==> src/pkg/hbcr_pkg.sv <==
// Constants and carrier types for the host bridge configuration registers.
// Assumes a byte-wide configuration access port on the core clock.
`default_nettype none
package hbcr_pkg;
    localparam logic [7:0] HBCR_OFS_HEADER = 8'h0E;
    localparam logic [7:0] HBCR_OFS_SELFTEST = 8'h0F;
    localparam logic [7:0] HBCR_OFS_SYSCFG_LO = 8'h50;
    localparam logic [7:0] HBCR_OFS_SYSCFG_HI = 8'h51;
    localparam logic [7:0] HBCR_HEADER_FORMAT_CODE = 8'h00;
    localparam logic [7:0] HBCR_SELFTEST_VAL = 8'h00;
    localparam int HBCR_BIT_PROTO_OFF = 15;
    localparam int HBCR_BIT_ROW_STRAP = 14;
    localparam int HBCR_BIT_FREQ_LO = 8;
    localparam int HBCR_BIT_TEST = 6;
    localparam int HBCR_BIT_MODE_LO = 4;
    localparam int HBCR_BIT_QDEPTH = 2;
    localparam logic HBCR_RST_PROTO_OFF = 1'b0;
    localparam logic HBCR_RST_TEST = 1'b0;
    localparam logic [1:0] HBCR_RST_MODE = 2'h0;
    localparam logic [1:0] HBCR_FREQ_60 = 2'h1;
    localparam logic [1:0] HBCR_FREQ_66 = 2'h2;

    typedef enum logic [1:0] {
        HBCR_DI_NONE = 2'b00,
        HBCR_DI_PARITY = 2'b01,
        HBCR_DI_ECC_DETECT = 2'b10,
        HBCR_DI_ECC_CORRECT = 2'b11
    } hbcr_integrity_t;

    typedef struct packed {
        logic dual_cpu_protocol_off;
        logic extra_row_select_strap;
        logic [1:0] host_freq_strap;
        logic integrity_test_mode;
        hbcr_integrity_t data_integrity_mode;
        logic queue_depth_strap;
    } hbcr_cfg_t;
endpackage
`default_nettype wire

==> src/core/hbcr_regs.sv <==
// Header type, self-test stub and system configuration register bank.
// Assumes byte reads/writes on clk; straps and power_good are async pins.
`default_nettype none
module hbcr_regs
    import hbcr_pkg::*;
(
    input wire logic clk,
    input wire logic nrst,
    input wire logic ce,
    input wire logic cfg_wr,
    input wire logic cfg_rd,
    input wire logic [7:0] cfg_addr,
    input wire logic [7:0] cfg_wdata,
    output logic [7:0] cfg_rdata_q,
    input wire logic power_good,
    input wire logic row_select_strap_pin,
    input wire logic [1:0] freq_strap_pins,
    input wire logic host_addr_bit7,
    output hbcr_cfg_t cfg_q,
    output logic freq_60_q,
    output logic freq_66_q
);
    logic [4:0] sync1_q;
    logic [4:0] sync2_q;
    logic row_strap_q;
    logic [1:0] freq_strap_q;
    logic qdepth_q;
    logic proto_off_q;
    logic test_mode_q;
    hbcr_integrity_t integ_mode_q;
    logic pg_prev_q;
    logic pg_rise;
    logic [15:0] syscfg;

    function automatic logic [15:0] pack_syscfg(input hbcr_cfg_t c);
        logic [15:0] v;
        v = 16'h0000;
        v[HBCR_BIT_PROTO_OFF] = c.dual_cpu_protocol_off;
        v[HBCR_BIT_ROW_STRAP] = c.extra_row_select_strap;
        v[HBCR_BIT_FREQ_LO +: 2] = c.host_freq_strap;
        v[HBCR_BIT_TEST] = c.integrity_test_mode;
        v[HBCR_BIT_MODE_LO +: 2] = c.data_integrity_mode;
        v[HBCR_BIT_QDEPTH] = c.queue_depth_strap;
        return v;
    endfunction

    // Pins first pass two flops; only the second stage is read
    always_ff @(posedge clk or negedge nrst) begin
        if (!nrst) begin
            sync1_q <= 5'h00;
            sync2_q <= 5'h00;
            pg_prev_q <= 1'b0;
        end else if (ce) begin
            sync1_q <= {power_good, row_select_strap_pin, freq_strap_pins,
                        host_addr_bit7};
            sync2_q <= sync1_q;
            pg_prev_q <= sync2_q[4];
        end
    end

    assign pg_rise = sync2_q[4] && !pg_prev_q;

    // Straps held from power-good rise onward, not writable
    always_ff @(posedge clk or negedge nrst) begin
        if (!nrst) begin
            row_strap_q <= 1'b0;
            freq_strap_q <= 2'h0;
            qdepth_q <= 1'b0;
        end else if (ce && pg_rise) begin
            row_strap_q <= sync2_q[3];
            freq_strap_q <= sync2_q[2:1];
            qdepth_q <= !sync2_q[0];
        end
    end

    // Software fields; writes to header/self-test land nowhere
    always_ff @(posedge clk or negedge nrst) begin
        if (!nrst) begin
            proto_off_q <= HBCR_RST_PROTO_OFF;
            test_mode_q <= HBCR_RST_TEST;
            integ_mode_q <= hbcr_integrity_t'(HBCR_RST_MODE);
        end else if (ce && cfg_wr) begin
            if (cfg_addr == HBCR_OFS_SYSCFG_HI) begin
                proto_off_q <= cfg_wdata[7];
            end
            if (cfg_addr == HBCR_OFS_SYSCFG_LO) begin
                test_mode_q <= cfg_wdata[6];
                integ_mode_q <=
                    hbcr_integrity_t'(cfg_wdata[5:4]);
            end
        end
    end

    // Pure wiring: each field keeps a single driving flop
    assign cfg_q = '{
        dual_cpu_protocol_off: proto_off_q,
        extra_row_select_strap: row_strap_q,
        host_freq_strap: freq_strap_q,
        integrity_test_mode: test_mode_q,
        data_integrity_mode: integ_mode_q,
        queue_depth_strap: qdepth_q
    };

    // Frequency decode; reserved codes give neither flag
    always_ff @(posedge clk or negedge nrst) begin
        if (!nrst) begin
            freq_60_q <= 1'b0;
            freq_66_q <= 1'b0;
        end else if (ce) begin
            freq_60_q <= (cfg_q.host_freq_strap == HBCR_FREQ_60);
            freq_66_q <= (cfg_q.host_freq_strap == HBCR_FREQ_66);
        end
    end

    assign syscfg = pack_syscfg(cfg_q);

    always_ff @(posedge clk or negedge nrst) begin
        if (!nrst) begin
            cfg_rdata_q <= 8'h00;
        end else if (ce && cfg_rd) begin
            case (cfg_addr)
                HBCR_OFS_HEADER: cfg_rdata_q <= HBCR_HEADER_FORMAT_CODE;
                HBCR_OFS_SELFTEST: cfg_rdata_q <= HBCR_SELFTEST_VAL;
                HBCR_OFS_SYSCFG_LO: cfg_rdata_q <= syscfg[7:0];
                HBCR_OFS_SYSCFG_HI: cfg_rdata_q <= syscfg[15:8];
                default: cfg_rdata_q <= 8'h00;
            endcase
        end
    end

    chk_header_reads_zero: assert property (
        @(posedge clk) disable iff (!nrst)
        ce && cfg_rd && cfg_addr == HBCR_OFS_HEADER |=> cfg_rdata_q == 8'h00)
        else $error("header type not zero");
    chk_selftest_reads_zero: assert property (
        @(posedge clk) disable iff (!nrst)
        ce && cfg_rd && cfg_addr == HBCR_OFS_SELFTEST |=> cfg_rdata_q == 8'h00)
        else $error("self-test byte not zero");
    chk_proto_bit_write: assert property (
        @(posedge clk) disable iff (!nrst)
        ce && cfg_wr && cfg_addr == HBCR_OFS_SYSCFG_HI
        |=> cfg_q.dual_cpu_protocol_off == $past(cfg_wdata[7]))
        else $error("protocol bit not written");
    chk_row_strap_latch: assert property (
        @(posedge clk) disable iff (!nrst)
        ce && pg_rise |=> cfg_q.extra_row_select_strap == $past(sync2_q[3]))
        else $error("row strap not latched");
    chk_freq_strap_hold: assert property (
        @(posedge clk) disable iff (!nrst)
        !pg_rise |=> $stable(cfg_q.host_freq_strap))
        else $error("frequency strap changed without power-good");
    chk_freq_decode: assert property (
        @(posedge clk) disable iff (!nrst)
        ce && cfg_q.host_freq_strap == 2'h2 |=> freq_66_q && !freq_60_q)
        else $error("66 MHz decode wrong");
    chk_test_mode_persist: assert property (
        @(posedge clk) disable iff (!nrst)
        cfg_q.integrity_test_mode && !(cfg_wr && cfg_addr == HBCR_OFS_SYSCFG_LO)
        |=> cfg_q.integrity_test_mode)
        else $error("test mode dropped without write");
    chk_mode_write: assert property (
        @(posedge clk) disable iff (!nrst)
        ce && cfg_wr && cfg_addr == HBCR_OFS_SYSCFG_LO
        |=> cfg_q.data_integrity_mode == $past(cfg_wdata[5:4]))
        else $error("integrity mode not written");
    chk_qdepth_invert: assert property (
        @(posedge clk) disable iff (!nrst)
        ce && pg_rise |=> cfg_q.queue_depth_strap == !$past(sync2_q[0]))
        else $error("queue depth strap not inverted");
    chk_reserved_zero: assert property (
        @(posedge clk) disable iff (!nrst)
        ce && cfg_rd && cfg_addr == HBCR_OFS_SYSCFG_HI
        |=> cfg_rdata_q[5:2] == 4'h0)
        else $error("reserved bits not zero");

    chk_header_write_inert: assert property (
        @(posedge clk) disable iff (!nrst)
        ce && cfg_wr && cfg_addr == HBCR_OFS_HEADER && !pg_rise
        |=> $stable(cfg_q))
        else $error("header write changed state");
    chk_selftest_write_inert: assert property (
        @(posedge clk) disable iff (!nrst)
        ce && cfg_wr && cfg_addr == HBCR_OFS_SELFTEST && !pg_rise
        |=> $stable(cfg_q))
        else $error("self-test write changed state");
    chk_proto_bit_hold: assert property (
        @(posedge clk) disable iff (!nrst)
        !(ce && cfg_wr && cfg_addr == HBCR_OFS_SYSCFG_HI)
        |=> $stable(cfg_q.dual_cpu_protocol_off))
        else $error("protocol bit changed without write");
    chk_row_strap_hold: assert property (
        @(posedge clk) disable iff (!nrst)
        !(ce && pg_rise) |=> $stable(cfg_q.extra_row_select_strap))
        else $error("row strap changed without power-good");
    chk_freq_decode_60: assert property (
        @(posedge clk) disable iff (!nrst)
        ce && cfg_q.host_freq_strap == HBCR_FREQ_60
        |=> freq_60_q && !freq_66_q)
        else $error("60 MHz decode wrong");
    chk_freq_reserved_code: assert property (
        @(posedge clk) disable iff (!nrst)
        ce && cfg_q.host_freq_strap != HBCR_FREQ_60
        && cfg_q.host_freq_strap != HBCR_FREQ_66
        |=> !freq_60_q && !freq_66_q)
        else $error("reserved frequency code decoded");
    chk_test_mode_write: assert property (
        @(posedge clk) disable iff (!nrst)
        ce && cfg_wr && cfg_addr == HBCR_OFS_SYSCFG_LO
        |=> cfg_q.integrity_test_mode == $past(cfg_wdata[6]))
        else $error("test mode not written");
    chk_mode_hold: assert property (
        @(posedge clk) disable iff (!nrst)
        !(ce && cfg_wr && cfg_addr == HBCR_OFS_SYSCFG_LO)
        |=> $stable(cfg_q.data_integrity_mode))
        else $error("integrity mode changed without write");
    chk_qdepth_hold: assert property (
        @(posedge clk) disable iff (!nrst)
        !(ce && pg_rise) |=> $stable(cfg_q.queue_depth_strap))
        else $error("queue depth changed without power-good");
    chk_reserved_low: assert property (
        @(posedge clk) disable iff (!nrst)
        ce && cfg_rd && cfg_addr == HBCR_OFS_SYSCFG_LO
        |=> {cfg_rdata_q[7], cfg_rdata_q[3], cfg_rdata_q[1:0]} == 4'h0)
        else $error("reserved low bits not zero");
    // Low enable must freeze cfg_q, read data and the 60 MHz flag
    chk_ce_freeze: assert property (
        @(posedge clk) disable iff (!nrst)
        !ce |=> $stable(cfg_q) && $stable(cfg_rdata_q) && $stable(freq_60_q))
        else $error("state changed with clock enable low");

    cov_power_good_rise: cover property (@(posedge clk) ce && pg_rise);
    cov_ecc_correct: cover property (@(posedge clk)
        cfg_q.data_integrity_mode == HBCR_DI_ECC_CORRECT);
    cov_test_mode_on: cover property (@(posedge clk)
        cfg_q.integrity_test_mode);
    cov_protocol_off: cover property (@(posedge clk)
        cfg_q.dual_cpu_protocol_off);
    cov_freq_66: cover property (@(posedge clk) freq_66_q);
endmodule
`default_nettype wire

==> config.mk <==
export PLATFORM = sky130hd
export DESIGN_NAME = hbcr_regs
export DESIGN_NICKNAME = d
export VERILOG_FILES = /design/src/pkg/hbcr_pkg.sv /design/src/core/hbcr_regs.sv
export SDC_FILE = /design/constraint.sdc
export NUM_CORES = 1
export LEC_CHECK = 0
export ABC_AREA = 1
export BUFFER_PORTS_ARGS = -buffer_cell sky130_fd_sc_hd__buf_2
export CAP_MARGIN = 20
export CORE_MARGIN = 2
export CORE_UTILIZATION = 32
export CTS_CLUSTER_DIAMETER = 80
export DETAILED_ROUTE_END_ITERATION = 8
export PLACE_DENSITY = 0.63
export SLEW_MARGIN = 20
export SYNTH_ARGS = -nofsm -noshare
export SYNTH_HDL_FRONTEND = slang
export SYNTH_SLANG_ARGS = --single-unit
==> constraint.sdc <==
create_clock -name clk -period 1.91 [get_ports clk]
set_input_delay 0.4775 -clock clk [delete_from_list [all_inputs] [get_ports clk]]
set_output_delay 0.4775 -clock clk [all_outputs]
set_load 0.05 [all_outputs]
; ---- Word level (Yosys, flattened, before mapping)
; Cells that the tools add are included.
[word_totals]
register_bits = 29
input_bits = 26
output_inout_bits = 18
word_cells = 25
[classes]
eq_ne = 4
muxes = 1
reduce_logical = 8
[op_table]
columns = operator, count
row1 = "equality test 8 x 7 -> 1 bit, second input constant", 2
row2 = case mux 8 bit (2 select lines), 1
row3 = logical AND 1 bit, 4
row4 = AND reduction 2 bit, 2
row5 = "equality test 2 x 1 -> 1 bit, second input constant", 1
row6 = "equality test 2 bit, second input constant", 1
row7 = zero test 1 bit, 2

; ---- Depth between registers and ports, before layout
; Gate-level depths: netlist of the first run.
[depth]
ltp_word = 3
ltp_mapped = 8
ltp_nobuf = 7

; ---- Worst setup path before layout of the first run
; OpenSTA, ideal clock, no wires.
[synth_path]
kind = input -> register
from = input port ce
to = register sync1_q[2]
setup_ns = 0.125
arrival_time_ns = 1.062
t_required_ns = 1.785
path_slack_ns = 0.722
path_stages = 3
n_path_buf = 2
path_cell_list = buf_2 > buf_6 > mux2_4
[synth_lines]
columns = element, line_no
row1 = from (decl), hbcr_regs.sv:9  ; input wire logic ce,
row2 = to (signal assigned), hbcr_regs.sv:54  ; sync1_q <= {power_good, row_select_strap_pin, freq_strap_pins,
row3 = to (decl), hbcr_regs.sv:23  ; logic [4:0] sync1_q;
; No word-level cell between the ends.

; ---- Worst setup path in the final report of the first run
[layout_path]
from = register freq_strap_q[1]
to = output port cfg_q[5] in the netlist's numbering
[layout_lines]
columns = element, line_no
row1 = from (decl), hbcr_regs.sv:26  ; logic [1:0] freq_strap_q;
row2 = from (signal assigned), hbcr_regs.sv:71  ; freq_strap_q <= sync2_q[2:1];
row3 = to (decl), hbcr_regs.sv:19  ; output hbcr_cfg_t cfg_q,
; No word-level cell between the ends.

==> results by group, run 1 <==
Critical path
  – Worst Setup Path Type: flip-flop to primary output
  – CP bufs+invs: 1
  – Worst endpoint required time: 1430 ps
  – Worst path cell trace: buf_2
  – CP max stage delay: 420 ps
  – Delay-heaviest family, CP: flip-flops
  – Critical-path top delay cell: dfrtp_1
  – Max FO, Critical Path: 5
  – CP endpoint kind: primary output
  – CP arrival: 980 ps
  – Startpoint types: flip-flop

Floorplan
  – Total die area: 4420 um2
  – Die width: 66.5 um
  – Initial Util: 33.6%
  – Rows: 22
  – Core area: 3720 um2
  – Num ports: 44
  – Die height: 66.5 um

Timing
  – Sum Neg Setup Slack: 0 ps
  – Post-route minimum period: 1460 ps
  – Fin crit share: 76.5%
  – Fmax: 0.685 GHz
  – Final Hold Viols: 0
  – Finish-stage setup viols: 0
  – RSZ-0062 raised after global routing: no
  – Pins Over Slew Limit: 0
  – Clk_skew: 1.93 ps
  – Relative slew slack: 58.3%
  – Worst slew pin tran: 625 ps

Clock network
  – Clock root cell: clkbuf_8
  – Skew-Pair Late Insertion Delay: 270 ps
  – Clock transition at path regs: 90 ps
  – Resize count post-CTS: 0
  – Hold buffers post-CTS: 0
  – Clk sinks: 28
  – Total CTS buffers: 3
  – CTS tree: built
  – Clk buf depth: 2
  – H-tree depth: 1
  – Post-CTS setup buffer count: 0

Global routing
  – Largest net degree at the start of global routing: 29
  – Vias in the first global route: 903
  – Grt ovf: 0
  – Antenna violations before repair: 0
  – Global-route wire length before repair: 3930 um
  – GRT Total Usage: 11.6%

Layout
  – Non-Filler Cell Area, Final: 1480 um2
  – Inserted Diodes: 0
  – Layout cells sized above 1: 32.0%
  – Layout Nets: 197
  – Post-Layout Cell Count: 217
  – Final Util: 39.8%
  – Synth-to-layout area growth: 18.3%
  – Filler cells: 382

Logic synthesis
  – Syn Inst Count: 136
  – Number of synthesis warnings: 0
  – Distinct cells, synth: 22
  – Avg Cell Area, Syn: 9.18 um2
  – Register area share after synthesis: 56.1%
  – Post-Syn Area: 1250 um2
  – Synth Register Bits: 28
  – Mapped Nets: 162

Placed design
  – Final GP Congestion: 0.646
  – Hpwl dp: 1640 um
  – Dpl cell area: 1440 um2
  – Inst Count DP: 214
  – Port Buf Inserts: 38

Flow run
  – Max-Cap Viols: 0

Power and ir drop
  – Total chip power: 1.33 mW
  – Leak Pwr: 0.852 nW
  – Max VDD drop: 0.472 mV
  – PwrDens: 901 nW/um2

Drt
  – Wire per inst: 10.3 um
  – Routed wire length: 2230 um
  – DR pass1 iterations: 4
  – Final ANT Viol Nets: 0
  – First-iteration detailed-routing DRC count: 27
  – Residual DRC: 0
  – Vias per cell: 4.21
  – Via count: 914

Min path
  – Worst min-delay path class: input pin to async pin

Run status
  – Run status: completed
synthesized netlist by cell type, drive strengths merged:
master	instances	area, um2
nor2	6	32.5
nand2	43	174
and2	2	15.0
nand3	14	75.1
o21ai	11	55.1
inv	16	60.1
mux2	4	52.6
a21oi	2	10.0
dfrtp	28	701
buf	9	70.1
conb	1	3.75
placed cells by master, fill, tap and decap left out:
| master | n |
|---|---|
| a21oi_1 | 2 |
| and2_1 | 1 |
| and2_4 | 1 |
| buf_2 | 38 |
| buf_4 | 1 |
| clkbuf_8 | 3 |
| conb_1 | 1 |
| dfrtp_1 | 28 |
| inv_1 | 13 |
| inv_2 | 3 |
| mux2_1 | 2 |
| mux2_4 | 2 |
| nand2_1 | 40 |
| nand2_2 | 2 |
| nand2_4 | 1 |
| nand3_1 | 13 |
| nand3_2 | 1 |
| nor2_1 | 4 |
| nor2_2 | 1 |
| nor2_4 | 1 |
| o21ai_0 | 6 |
| o21ai_1 | 5 |
layout make-up:
type | instances | area, um2 | share of cell area [%]
Sequential cell | 28 | 701 | 47.4
Multi-Input combinational cell | 83 | 418 | 28.3
Timing Repair Buffer | 39 | 198 | 13.4
Inverter | 16 | 60.1 | 4.06
Tap cell | 48 | 60.1 | 4.06
Clock buffer | 3 | 41.3 | 2.79
worst paths after layout:
kind                       cells after the start  slack, ps                        start                          end
min                                            1        210                         nrst  integ_mode_q[0]$_DFFE_PN0P_
min in group clk                               3        400                   power_good       sync1_q[4]$_DFFE_PN0P_
max reg2reg                                    3        990  freq_strap_q[0]$_DFFE_PN0P_        freq_60_q$_DFFE_PN0P_
max in group asynchronous                      1       1290                         nrst      row_strap_q$_DFFE_PN0P_
min reg2reg                                    1        470       sync2_q[0]$_DFFE_PN0P_         qdepth_q$_DFFE_PN0P_
max                                            1        450  freq_strap_q[1]$_DFFE_PN0P_                     cfg_q[5]
routing by layer:
metal  vias up  global-route usage (%)  share of wire (%)
met5         -                       0                  0
met4         0                    3.06                1.2
met3         4                    3.89                8.8
met2        33                    19.3                 41
met1       397                    14.4                 49
li1        480                       -                  -
stage by stage:
| step | setup WS (ps) | hold slack, ps |
|---|---|---|
| floorplan | 722 | 182 |
| global placement | 530 | 437 |
| detailed placement | 514 | 457 |
| CTS | 433 | 225 |
| global route | 395 | 258 |
| finish | 449 | 211 |
sequential cells by signal, indices dropped and copies added, names as in the netlist, 2 cells and up:
register      cells
sync2_q           5
freq_strap_q      2
integ_mode_q      2
sync1_q           5
cfg_rdata_q       7
power breakdown:
group          total (mW)  switching, mW  internal, mW
clock network       0.315          0.173         0.142
logic               0.320          0.235        0.0852
registers           0.697         0.0405         0.656
logic make-up (layout without fill, tap and decap cells):
logic type	after synthesis	count (layout)	synth area share [%]
AOI/OAI and AO/OA	13	13	5.21
buffers and inverters	25	58	10.4
DFF	28	28	56.1
muxes	4	4	4.21
other	1	1	0.300
and+or+nand+nor	65	65	23.7
(Power assumes the default switching activity.)
==> run 2: changes to the inputs <==
==> constraint.sdc (replaced) <==
create_clock -name clk -period 1.45 [get_ports clk]
set_input_delay 0.3625 -clock clk [delete_from_list [all_inputs] [get_ports clk]]
set_output_delay 0.3625 -clock clk [all_outputs]
set_load 0.05 [all_outputs]
==> run 2 against run 1 <==
First-iteration DRC count down 52%. Routed wire length down 1.1%. Critical endpoint unchanged. Clock-buffer cell count up 1. Die area unchanged. Combinational power up 33%. Setup slack worse by 340 ps. Final cell count up 0.92%. Total power up 37%. Clock skew up 0.99 ps. Sequential power up 32%. Critical path depth unchanged. Design area up 1.4%.
==> results by group, run 2 (synthesized netlist as in run 1, its figures left out) <==
Run status
  – Run status: completed

Power and ir drop
  – PwrDens: 1210 nW/um2
  – Clock Power Share: 26.1%
  – Leak Pwr: 0.864 nW
  – Sequential Power Share: 50.4%
  – Combinational Power Share: 23.4%
  – Max VDD drop: 0.434 mV
  – Net Switching: 0.597 mW
  – Switching Share: 32.8%
  – Internal: 1.22 mW

Clock network
  – Clock transition at path regs: 90 ps
  – Clk buf depth: 2
  – Post-CTS setup buffer count: 0
  – H-tree depth: 1
  – Clock root cell: clkbuf_8
  – Total CTS buffers: 3
  – Clk sinks: 28
  – Skew-Pair Late Insertion Delay: 270 ps
  – Hold buffers post-CTS: 0
  – CTS tree: built
  – Resize count post-CTS: 0

Critical path
  – Max FO, Critical Path: 5
  – Worst endpoint required time: 1090 ps
  – R2R Setup Slk: 530 ps
  – Worst Setup Path Type: flip-flop to primary output
  – CP bufs+invs: 1
  – Crit Reg-Reg Endpoint: freq_60_q$_DFFE_PN0P_
  – R2r startpoint: freq_strap_q[0]$_DFFE_PN0P_
  – Delay-heaviest family, CP: flip-flops
  – Critical-path top delay cell: dfrtp_1
  – CP max stage delay: 420 ps
  – Worst path cell trace: buf_2
  – Worst Reg-to-Reg Cells: 3
  – CP endpoint kind: primary output
  – Startpoint types: flip-flop
  – CP arrival: 980 ps

Timing
  – Post-route minimum period: 1340 ps
  – Pins Over Slew Limit: 0
  – RSZ-0062 raised after global routing: no
  – Clk_skew: 2.92 ps
  – Fmax: 0.747 GHz
  – Worst hold slack: 71.7 ps
  – Fin crit share: 92.4%
  – Finish-stage setup viols: 0
  – Sum Neg Setup Slack: 0 ps
  – Final Hold Viols: 0
  – Setup ws final: 111 ps

Floorplan
  – Core area: 3720 um2
  – Die height: 66.5 um
  – Rows: 22
  – Initial Util: 33.6%
  – Num ports: 44
  – Total die area: 4420 um2
  – Die width: 66.5 um

Layout
  – Max reg flops: 7
  – Synth-to-layout area growth: 20.0%
  – Layout Nets: 198
  – Largest reg by FF count: cfg_rdata_q
  – Inserted Diodes: 0
  – Top flop regs: cfg_rdata_q (7), sync1_q (5), sync2_q (5)
  – Layout cells sized above 1: 32.7%
  – Commonest non-fill, non-tap cell in the layout: nand2_1
  – Most frequent cells in the layout: nand2_1 (40), buf_2 (38), dfrtp_1 (28)

Drt
  – Wire per inst: 10.1 um
  – Residual DRC: 0
  – DR pass1 iterations: 4
  – Via count: 917
  – Final ANT Viol Nets: 0
  – Routed wire length: 2200 um
  – Vias per cell: 4.19
  – First-iteration detailed-routing DRC count: 13

Global routing
  – Vias in the first global route: 850
  – Antenna violations before repair: 0
  – Grt ovf: 0
  – Global-route wire length before repair: 3690 um
  – GRT Total Usage: 11.1%
  – Largest net degree at the start of global routing: 29

Min path
  – Worst min-delay path class: input pin to async pin

Placed design
  – Hpwl dp: 1620 um
  – Pre-CTS WS: 212 ps
  – Final GP Congestion: 0.665
  – Port Buf Inserts: 38

Flow run
  – Max-Cap Viols: 0
run 2: cell types whose count changed in the layout (fill, tap and decap cells not counted):
cell	before	now
buf_4	1	2
clkbuf_8	3	4
run 2: through the flow:
step | instance area (um2) | instances | util, % | power (mW)
2_1_floorplan | 1250 | 136 | - | 1.27
3_3_place_gp | 1440 | 215 | 38.9 | 1.36
3_5_place_dp | 1440 | 215 | 38.9 | 1.37
4_1_cts | 1500 | 219 | 40.3 | 1.84
5_1_grt | 1500 | 219 | 40.3 | 1.92
6_report | 1500 | 219 | 40.3 | 1.82
run 2: final cells by class:
type,count,area (um2)
sequential,28,701
tap,48,60.1
multi-input combinational,83,418
timing repair buffer,40,205
fill,388,2220
clock buffer,4,55.1
inverter,16,60.1
run 2: how the worst max path moves through the flow:
stage / from / to / slack, ps / cells past startpoint
floorplan: freq_strap_q[1]$_DFFE_PN0P_ / freq_60_q$_DFFE_PN0P_ / 300 / 2
global placement: ce / cfg_rdata_q[7]$_DFFE_PN0P_ / 230 / 5
detailed placement: cfg_addr[2] / proto_off_q$_DFFE_PN0P_ / 210 / 8
CTS: freq_strap_q[1]$_DFFE_PN0P_ / cfg_q[5] / 90 / 1
global route: freq_strap_q[1]$_DFFE_PN0P_ / cfg_q[5] / 60 / 1
finish: freq_strap_q[1]$_DFFE_PN0P_ / cfg_q[5] / 110 / 1
run 2: power by group through the flow:
stage          Combinational [mW]  Sequential [mW]  Clock, mW
2_1_floorplan               0.221             1.04          0
3_3_place_gp                0.427            0.934          0
3_5_place_dp                0.432            0.935          0
4_1_cts                     0.433            0.919      0.493
5_1_grt                     0.463            0.928      0.525
6_report                    0.426            0.917      0.475
run 2: layer usage:
layer / track usage, % / vias to the layer above / wire length, um
li1: - / 483 / -
met1: 14.3 / 399 / 1130
met2: 17.9 / 31 / 900
met3: 3.55 / 4 / 157
met4: 3.06 / 0 / 17
met5: 0 / - / 0
